==> src/hw/iam_map.svh <==
// register offsets, bit positions, reset values and timing constants of the monitor
`ifndef IAM_MAP_SVH
`define IAM_MAP_SVH

`define IAM_CTRL_PORT 16'hB072

`define IAM_BIT_REQ_EN 15
`define IAM_BIT_STAGE12 14
`define IAM_BIT_TEST 13
`define IAM_BIT_LATCH 12
`define IAM_BIT_INACT 11
`define IAM_BIT_AFTER 10
`define IAM_BIT_BEFORE 9
`define IAM_BIT_ENABLE 8
`define IAM_COARSE_HI 7
`define IAM_COARSE_LO 4
`define IAM_FINE_HI 3
`define IAM_FINE_LO 0

`define IAM_CNT_W 17
`define IAM_STAGE12_IDX 11
`define IAM_BYPASS_STAGES 9
`define IAM_COARSE_SHIFT 13

`define IAM_CTRL_RESET 16'h0000
`define IAM_RDATA_UNMAPPED 16'h0000

`define IAM_CLK_PERIOD_PS 4000
`define IAM_FINE_UNIT_PS 64'd7812500000
`define IAM_FINE_UNIT_CYCLES (`IAM_FINE_UNIT_PS / `IAM_CLK_PERIOD_PS)
`define IAM_TEST_UNIT_CYCLES (`IAM_FINE_UNIT_CYCLES >> `IAM_BYPASS_STAGES)

`endif

==> src/hw/iam_pkg.sv <==
// types shared by the inactivity monitor files
`include "iam_map.svh"

package iam_pkg;

    typedef enum logic {
        IAM_IDLE,
        IAM_COUNTING
    } iam_state_e;

    typedef struct packed {
        logic [15:0] addr;
        logic wr;
        logic rd;
        logic [15:0] wdata;
    } iam_io_req_s;

    typedef struct packed {
        logic request_activity_enable;
        logic monitor_test_speedup;
        logic monitor_master_enable;
        logic [3:0] coarse_timeout_field;
        logic [3:0] fine_timeout_field;
    } iam_ctrl_s;

    typedef struct packed {
        logic activity_latch;
        logic inactivity_flag;
        logic activity_after_flag;
        logic activity_before_flag;
    } iam_flags_s;

    typedef logic [`IAM_CNT_W-1:0] iam_count_t;

endpackage

==> src/hw/iam_prescale.sv <==
// restartable prescaler giving one tick per timeout unit, fast divide in test mode
`timescale 1ns/1ps

module iam_prescale #(
    parameter int unsigned NORMAL_CYCLES = 1953125,
    parameter int unsigned TEST_CYCLES = 3814
) (
    input wire logic mclk,
    input wire logic srst,
    input wire logic restart,
    input wire logic fast,
    output logic tick
);

    typedef struct packed {
        logic [31:0] cnt;
        logic tick;
    } iam_pre_state_s;

    iam_pre_state_s s_q;
    iam_pre_state_s s_d;
    logic [31:0] last;

    always_comb begin
        s_d = s_q;
        last = fast ? (TEST_CYCLES - 32'd1) : (NORMAL_CYCLES - 32'd1);
        s_d.tick = 1'b0;
        if (restart) begin
            // restart keeps the first unit whole, so delays never come out short
            s_d.cnt = 32'h0000_0000;
        end else if (s_q.cnt >= last) begin
            s_d.cnt = 32'h0000_0000;
            s_d.tick = 1'b1;
        end else begin
            s_d.cnt = s_q.cnt + 32'd1;
        end
    end

    always_ff @(posedge mclk) begin
        if (srst) begin
            s_q <= '0;
        end else begin
            s_q <= s_d;
        end
    end

    assign tick = s_q.tick;

endmodule // iam_prescale

==> src/hw/iam_monitor.sv <==
// inactivity timeout monitor: control port, timeout counter and activity flags
`timescale 1ns/1ps

`include "iam_map.svh"

module iam_monitor #(
    parameter longint unsigned FINE_UNIT_CYCLES = `IAM_FINE_UNIT_CYCLES,
    parameter longint unsigned TEST_UNIT_CYCLES = `IAM_TEST_UNIT_CYCLES
) (
    input wire logic mclk,
    input wire logic srst,
    input wire iam_pkg::iam_io_req_s io_req,
    input wire logic request_activity_pulse,
    input wire logic other_activity_pulse,
    output logic [15:0] io_rdata,
    output logic local_attention_out,
    output logic monitor_counting
);

    typedef struct packed {
        iam_pkg::iam_state_e fsm;
        iam_pkg::iam_ctrl_s ctrl;
        iam_pkg::iam_flags_s flags;
        iam_pkg::iam_count_t cnt;
        logic [15:0] rdata;
        logic attention;
    } iam_state_s;

    iam_state_s s_q;
    iam_state_s s_d;

    logic hit;
    logic wr_ctrl;
    logic rd_ctrl;
    logic activity;
    logic tick;
    logic restart;
    logic timeout;
    iam_pkg::iam_count_t target;
    iam_pkg::iam_count_t cnt_next;

    // single decode used by both read and write paths
    function automatic logic port_hit(input logic [15:0] addr);
        port_hit = (addr == `IAM_CTRL_PORT);
    endfunction

    // coarse unit is 8192 fine units, so the sum is one concatenation
    function automatic iam_pkg::iam_count_t full_target(input iam_pkg::iam_ctrl_s c);
        full_target = {c.coarse_timeout_field, `IAM_COARSE_SHIFT'(0)}
            + iam_pkg::iam_count_t'(c.fine_timeout_field);
    endfunction

    function automatic logic [15:0] ctrl_image(input iam_state_s s);
        logic [15:0] v;
        v = 16'h0000;
        v[`IAM_BIT_REQ_EN] = s.ctrl.request_activity_enable;
        v[`IAM_BIT_STAGE12] = s.cnt[`IAM_STAGE12_IDX];
        v[`IAM_BIT_TEST] = s.ctrl.monitor_test_speedup;
        v[`IAM_BIT_LATCH] = s.flags.activity_latch;
        v[`IAM_BIT_INACT] = s.flags.inactivity_flag;
        v[`IAM_BIT_AFTER] = s.flags.activity_after_flag;
        v[`IAM_BIT_BEFORE] = s.flags.activity_before_flag;
        v[`IAM_BIT_ENABLE] = s.ctrl.monitor_master_enable;
        v[`IAM_COARSE_HI:`IAM_COARSE_LO] = s.ctrl.coarse_timeout_field;
        v[`IAM_FINE_HI:`IAM_FINE_LO] = s.ctrl.fine_timeout_field;
        ctrl_image = v;
    endfunction

    always_comb begin
        hit = port_hit(io_req.addr);
        wr_ctrl = io_req.wr && hit;
        rd_ctrl = io_req.rd && hit;
    end

    // inputs come from logic on mclk, so no synchronisers
    always_comb begin
        activity = other_activity_pulse;
        if (s_q.ctrl.request_activity_enable) begin
            activity = other_activity_pulse || request_activity_pulse;
        end
    end

    // test mode drops the nine low stages, fine field wholly lost there
    always_comb begin
        target = full_target(s_q.ctrl);
        if (s_q.ctrl.monitor_test_speedup) begin
            target = target >> `IAM_BYPASS_STAGES;
        end
    end

    always_comb begin
        cnt_next = s_q.cnt + iam_pkg::iam_count_t'(1);
        // zero target fires at once; nonzero fires after exactly target units
        timeout = (s_q.fsm == iam_pkg::IAM_COUNTING) && !activity
            && ((target == '0) || (tick && (cnt_next >= target)));
        restart = (s_q.fsm != iam_pkg::IAM_COUNTING) || activity || timeout;
    end

    iam_prescale #(
        .NORMAL_CYCLES(32'(FINE_UNIT_CYCLES)),
        .TEST_CYCLES(32'(TEST_UNIT_CYCLES))
    ) u_prescale (
        .mclk(mclk),
        .srst(srst),
        .restart(restart),
        .fast(s_q.ctrl.monitor_test_speedup),
        .tick(tick)
    );

    always_comb begin
        s_d = s_q;
        s_d.attention = 1'b0;

        // register writes first; hardware sets below win over a cleared bit, but a disabling write still clears flags 11:9
        if (wr_ctrl) begin
            s_d.ctrl.request_activity_enable = io_req.wdata[`IAM_BIT_REQ_EN];
            s_d.ctrl.monitor_test_speedup = io_req.wdata[`IAM_BIT_TEST];
            s_d.ctrl.monitor_master_enable = io_req.wdata[`IAM_BIT_ENABLE];
            // field changes while enabled take effect at once; software must avoid it
            s_d.ctrl.coarse_timeout_field = io_req.wdata[`IAM_COARSE_HI:`IAM_COARSE_LO];
            s_d.ctrl.fine_timeout_field = io_req.wdata[`IAM_FINE_HI:`IAM_FINE_LO];
            if (!io_req.wdata[`IAM_BIT_LATCH]) begin
                s_d.flags.activity_latch = 1'b0;
            end
            if (!io_req.wdata[`IAM_BIT_INACT] || !io_req.wdata[`IAM_BIT_ENABLE]) begin
                s_d.flags.inactivity_flag = 1'b0;
                s_d.flags.activity_after_flag = 1'b0;
                s_d.flags.activity_before_flag = 1'b0;
            end
        end

        if (activity) begin
            s_d.flags.activity_latch = 1'b1;
        end

        case (s_q.fsm)
            iam_pkg::IAM_IDLE: begin
                s_d.cnt = '0;
                if (s_q.ctrl.monitor_master_enable) begin
                    s_d.fsm = iam_pkg::IAM_COUNTING;
                end
            end
            iam_pkg::IAM_COUNTING: begin
                if (!s_q.ctrl.monitor_master_enable) begin
                    s_d.fsm = iam_pkg::IAM_IDLE;
                    s_d.cnt = '0;
                end else if (activity) begin
                    s_d.cnt = '0;
                    if (s_q.flags.inactivity_flag) begin
                        s_d.flags.activity_after_flag = 1'b1;
                    end else begin
                        s_d.flags.activity_before_flag = 1'b1;
                    end
                end else if (timeout) begin
                    s_d.cnt = '0;
                    s_d.flags.inactivity_flag = 1'b1;
                    s_d.attention = 1'b1;
                end else if (tick) begin
                    s_d.cnt = cnt_next;
                end
            end
            default: begin
                s_d.fsm = iam_pkg::IAM_IDLE;
            end
        endcase

        // a write that turns the monitor off drops it to idle the next cycle
        if (wr_ctrl && !io_req.wdata[`IAM_BIT_ENABLE]) begin
            s_d.fsm = iam_pkg::IAM_IDLE;
            s_d.cnt = '0;
            // disabling beats an activity or timeout landing in the same cycle for flags 11:9; a timeout's attention pulse still goes out
            s_d.flags.inactivity_flag = 1'b0;
            s_d.flags.activity_after_flag = 1'b0;
            s_d.flags.activity_before_flag = 1'b0;
        end

        if (rd_ctrl) begin
            s_d.rdata = ctrl_image(s_q);
        end else if (io_req.rd) begin
            s_d.rdata = `IAM_RDATA_UNMAPPED;
        end
    end

    always_ff @(posedge mclk) begin
        if (srst) begin
            s_q.fsm <= iam_pkg::IAM_IDLE;
            s_q.ctrl <= '0;
            s_q.flags <= '0;
            s_q.cnt <= '0;
            s_q.rdata <= `IAM_CTRL_RESET;
            s_q.attention <= 1'b0;
        end else begin
            s_q <= s_d;
        end
    end

    assign io_rdata = s_q.rdata;
    assign local_attention_out = s_q.attention;
    assign monitor_counting = (s_q.fsm == iam_pkg::IAM_COUNTING);

endmodule // iam_monitor

==> config.mk <==
export PLATFORM = sky130hd
export DESIGN_NAME = iam_monitor
export DESIGN_NICKNAME = d
export VERILOG_FILES = /design/src/hw/iam_pkg.sv /design/src/hw/iam_prescale.sv /design/src/hw/iam_monitor.sv
export VERILOG_INCLUDE_DIRS = /design/src /design/src/hw
export SDC_FILE = /design/constraint.sdc
export NUM_CORES = 1
export LEC_CHECK = 0
export BUFFER_PORTS_ARGS = -buffer_cell sky130_fd_sc_hd__buf_2
export CORE_ASPECT_RATIO = 0.8
export CORE_MARGIN = 4
export CORE_UTILIZATION = 58
export CTS_CLUSTER_DIAMETER = 150
export CTS_CLUSTER_SIZE = 8
export DETAILED_ROUTE_END_ITERATION = 7
export PLACE_DENSITY = 0.85
export SYNTH_ARGS = -nofsm -noshare
export SYNTH_HDL_FRONTEND = slang
export SYNTH_SLANG_ARGS = --single-unit
==> constraint.sdc <==
create_clock -name mclk -period 3.8 [get_ports mclk]
set_input_delay 0.38 -clock mclk [delete_from_list [all_inputs] [get_ports mclk]]
set_output_delay 0.38 -clock mclk [all_outputs]
set_load 0.02 [all_outputs]
Word-level counts from Yosys, hierarchy flattened. Cells that the tools add are included.

Flip-flop bits (word level): 83. Bits of input ports: 38. Output and inout port bits: 18. Word-level logic and storage cells: 71.

Add/sub/neg operators: 3. Order comparisons: 2. Equal/unequal tests: 3. Multiplexer cells: 24. Bitwise gates (word level): 2. Reduce and logical (&&, ||, !) cells: 22.

Operators by type and width (number): 2-to-1 mux 17 bit (5); one-hot mux 17 bit (2 select lines) (1); adder 32 x 1 -> 32 bit (second input constant) (1); greater-or-equal comparator 32 bit (1); 2-to-1 mux 16 bit (2); 2-to-1 mux 21 bit (1); adder 17 x 1 -> 17 bit (second input constant) (1); adder 17 x 4 -> 17 bit (1); greater-or-equal comparator 17 bit (1); logical NOT 17 bit (1); == test 16 bit (second input constant) (1); 2-to-1 mux 1 bit (10); 2-to-1 mux 3 bit (3); logical AND 1 bit (6); logical OR 1 bit (5); != test 5 x 2 -> 1 bit (second input constant) (1); 2-to-1 mux 4 bit (1); nonzero test 2 bit (2); OR reduction 2 bit (2); OR reduction 4 bit (1); logical NOT 1 bit (3); OR reduction 3 bit (1); 2-to-1 mux 2 bit (1); != test 2 x 1 -> 1 bit (second input constant) (1); other kinds (2) (3).

Logic depth before layout (Yosys ltp).
Depth in word-level cells: 10. Gate-level depth with buffers: 16. Depth with buffers taken out: 14.

Modules after synthesis. From an unflattened synthesis, not the netlist that was laid out.

Cell total of the unflattened synthesis: 488. Area, all modules: 4335.4 um^2.

Modules (own cells, without submodules): iam_monitor (times used 1, cells an instance 329, area an instance 2802.7 um^2, sequential area each 1001.0 um^2); iam_prescale (times used 1, cells an instance 159, area an instance 1532.7 um^2, sequential area each 660.6 um^2).

Worst setup path after synthesis. No wires, ideal clock.

Path kind: reg2reg. From: register s_q[17] in the netlist's numbering. To: register s_q[17] in the netlist's numbering. Setup time: 0.071 ns. Arrival: 3.124 ns. Required time: 3.729 ns. Path slack: 0.606 ns. Cell stages (with the launch flop): 16. Path buffers: 1. Clock period less this slack: 3.194 ns. Cells stage by stage: dfxtp_1 > ha_1 > nand2_1 > nor2_1 > and4_1 > nand3_1 > xor2_1 > inv_1 > ha_1 > a21o_1 > a21o_1 > a21oi_1 > o2111ai_2 > buf_6 > or4_1 > a21oi_1.

Cells in the longest elaborated chain, start to end: 9. Elaborated cells between the ends (all ways): 11. Those cells by class: 1 x add/sub; 1 x order compare; 1 x eq/ne; 5 x mux; 3 x reduce/logical.

Ends and longest elaborated chain: from (decl) (RTL line iam_monitor.sv:29) `iam_state_s s_q;`; adder 17 x 1 -> 17 bit * (RTL line iam_monitor.sv:92) `cnt_next = s_q.cnt + iam_pkg::iam_count_t'(1);`; greater-or-equal comparator 17 bit (RTL line iam_monitor.sv:95) `&& ((target == '0) || (tick && (cnt_next >= target)));`; logical AND 1 bit (RTL line iam_monitor.sv:95); logical OR 1 bit (RTL line iam_monitor.sv:95); logical AND 1 bit (RTL line iam_monitor.sv:95); 2-to-1 mux 17 bit (RTL line iam_monitor.sv:154) `end else if (timeout) begin`; 2-to-1 mux 17 bit (RTL line iam_monitor.sv:147) `end else if (activity) begin`; 2-to-1 mux 17 bit (RTL line iam_monitor.sv:144) `if (!s_q.ctrl.monitor_master_enable) begin`; one-hot mux 17 bit (2 select lines) (RTL line iam_monitor.sv:136) `case (s_q.fsm)`.

Mark *: on every way between the ends. The rest lies on a longest branch, timed or not. The select of a mux whose other input is x is not followed. A chain may end at the register's enable or synchronous reset.

Final worst setup path.
From: register s_q[17] in the netlist's numbering. To: register s_q[30] in the netlist's numbering.

The elaborated chain is that of the path after synthesis.

==> results.ini <==
[synthesis]
ys_ff_latch=83
synth_cells=506
synth_fa_ha_area_share_pct=7.03
muxShareOfSynthArea_pct=0.234
synth_xor_area_share_pct=6.77
synth_cell_type_count=56
ys_async_sr_fraction_pct=0
synth_common_cells=83 x dfxtp_1, 65 x nand2_1, 45 x a21oi_1, 40 x nor2_1, 35 x nand3_1
synth-edff-count=0
synth_area_leaders=dfxtp_1 39%, ha_1 7.0%, nand2_1 5.7%
synth_compound_area_share_pct=13.0
yosysWarnings=0
synth-seq-area-share_pct=38.9
syn_avg_cell_area_um2=8.44
ys.flop_type=dfxtp_1
synth_area_um2=4270
synth_top_family_by_area=simple AND/OR/NAND/NOR gates
synthSimpleGateAreaFrac_pct=27.5
synth_top_cell_by_area=dfxtp_1
netlist.area_leader.share_pct=38.9
synth_most_common_cell=dfxtp_1

[sta]
period_share_pct=92.9
rsz0062_at_grt=no
clock_skew_ns=0.0103
fin_crit_ns=3.53
hold_viol=0
relSlewSlack_pct=45.5
timing.fmax_mhz=283
finalMaxSlewViolations=0
setup_viol=0
tightest_slew_ns=0.814
whs_ns=0.252
finalSetupTns_ns=0

[cts]
htreeDepth=3
clkTransAtPathRegs_ns=0.09
worst_skew_pair.late_latency_ns=0.36
cts_made_buffers=9
cts.sinks=83
clockRootBuffer=clkbuf_8
cts_tree=built
clk_path_buf_depth=2

[global_route]
grt_start_max_net_pins=33
grt_util_all_layers_pct=22.4
grt_pass1_wl_um=16500
globalRoute.totalOverflow=0
antenna_found_initial=0
grt_pass1_vias=3545

[placement]
placed_cell_area_um2=4490
dpl.hpwl_um=6910
dpl.cell_count=621
portBuffers=52
gp_congestion=0.893

[cells_and_area]
num_antenna_cells=0
drive_above_1_share_pct=15.5
stdcell_count=637
final_area_um2=4700
final_core_util_pct=66.9
final_nets=607
area_delta_synth_final_pct=10.1

[die]
fp.dieH_um=84.7
io_pins=56
start_util_pct=60.8
core-area_um2=7030
dieWidth_um=104
rows=27
fp.dieArea_um2=8810

[worst_setup_path]
r2r_cells=15
end_kind=flop
startpoint=s_q[17]$_SDFFE_PP0P_
r2r_end=s_q[30]$_SDFFE_PP0P_
required_ns=4.08
crit_arrival_ns=3.81
worst_r2r_startpoint=s_q[17]$_SDFFE_PP0P_
crit_path_end=s_q[30]$_SDFFE_PP0P_
worstPathMaxFanout=14
crit_chain=ha_1 -> nand2_1 -> nor2_2 -> and4_2 -> nand3_1 -> xor2_1 -> inv_1 -> ha_1 -> a21o_1 -> a21o_1 -> a21oi_1 -> o2111ai_2 -> buf_6 -> or3_1 -> a21oi_1
critPathTopFamily=simple AND/OR/NAND/NOR gates
reg2reg_slack_ns=0.27
slowest_stage=dfxtp_1
path_buf_inv=2
path_class=flop to flop
start_kind=flop
max_stage_delay_ns=0.43
cp.depth=15

[routing]
wl_met2_um=4440
vias_per_cell=5.79
wirelength_met1_um=4510
num_vias=3691
drt_first_iter_violations=267
met3WireLength_um=583
wl_per_cell_um=15.1
antenna_left=0
drc=0
highest_layer=met4
firstDrtPassIters=5
finalWirelength_um=9650

[pwr]
power.density_nw_per_um2=334
p_leak_uw=0.00181
ir_worst_vdd_mv=0.203

[outcome]
status=complete, no violations

[job]
maxCapViolations=0

[hold_path]
hp-class=primary input to flop

-- flip-flops by register name, indices dropped and copies added (netlist names) --
register,flops
io_rdata,16
monitor_counting,1
u_prescale.tick,1
local_attention_out,1
u_prescale.s_q,32
s_q,32
-- through the flow --
stage	power (uW)	worst slack, ns
global route	1620	0.0228
floorplan	915	0.606
finish	1570	0.271
detailed placement	937	0.218
CTS	1570	0.210
global placement	935	0.376
-- cell type report --
cell class,count,area [um^2]
multi-input cells,382,2370
flip-flops and latches,83,1660
inverters,9,33.8
clock inverters,6,72.6
fillers,587,2330
well taps,87,109
repair buffers,60,324
clock buffers,10,128
-- what timing repair did --
item	4_1_cts	5_1_grt
hold buffers	0	0
buffers inserted	0	0
endpoints found under the setup margin	0	28
resized for setup	0	5
-- power by group --
group	internal [uW]	leakage [uW]	total, uW	switching, uW
registers	875	0.000673	877	1.95
logic	18.3	0.00104	40.2	21.9
clock network	312	0.0000979	650	338
total	1210	0.00181	1570	362
-- worst min path at each step --
| stage | from | end | slack (ns) | depth (start not counted) |
|---|---|---|---|---|
| floorplan | u_prescale.s_q[1]$_SDFF_PP0_ | u_prescale.s_q[1]$_SDFF_PP0_ | 0.44 | 1 |
| global placement | io_rdata[12]$_SDFFE_PP0P_ | io_rdata[12]$_SDFFE_PP0P_ | 0.45 | 2 |
| detailed placement | io_rdata[2]$_SDFFE_PP0P_ | io_rdata[2]$_SDFFE_PP0P_ | 0.46 | 2 |
| CTS | io_req[4] | s_q[42]$_SDFFE_PP0P_ | 0.24 | 3 |
| global route | io_req[4] | s_q[42]$_SDFFE_PP0P_ | 0.24 | 3 |
| finish | io_req[4] | s_q[42]$_SDFFE_PP0P_ | 0.25 | 3 |
-- worst register-to-register path, delay by kind of cell (launching register included) --
kind            cells  cell delay, ns
buf+inv             2            0.32
fa+ha+maj           2            0.50
compound gates      5            0.95
xor+xnor            1            0.24
simple gates        5            1.02
flops               1            0.43
-- cell usage in the layout (no fill, tap or decap), types with 6 or more instances in the layout --
| master | count |
|---|---|
| dfxtp_1 | 81 |
| nand2_1 | 65 |
| buf_2 | 52 |
| a21oi_1 | 45 |
| nor2_1 | 39 |
| nand3_1 | 35 |
| ha_1 | 24 |
| nand2b_1 | 21 |
| xor2_1 | 21 |
| nand4_1 | 12 |
| xnor2_1 | 12 |
| conb_1 | 10 |
| o21ai_0 | 9 |
| clkbuf_8 | 9 |
| and3_1 | 7 |
| inv_1 | 7 |
| buf_4 | 7 |
| nor3_1 | 6 |
| nor4_1 | 6 |
-- metal layers --
metal,up-vias,GRT usage [%]
li1,1835,-
met1,1734,29.8
met2,109,36.2
met3,13,5.46
met4,0,7.00
met5,-,0
-- cells by family after synthesis --
kind of cell             count (synthesis)
AND/OR/NAND/NOR                        226
XOR/XNOR                                33
multiplexers                             1
AO/OA/AOI/OAI                           88
buffers and inverters                   50
adder cells (fa/ha/maj)                 24
other                                    1
flip-flops                              83
Power figures use the tool's default switching activity.
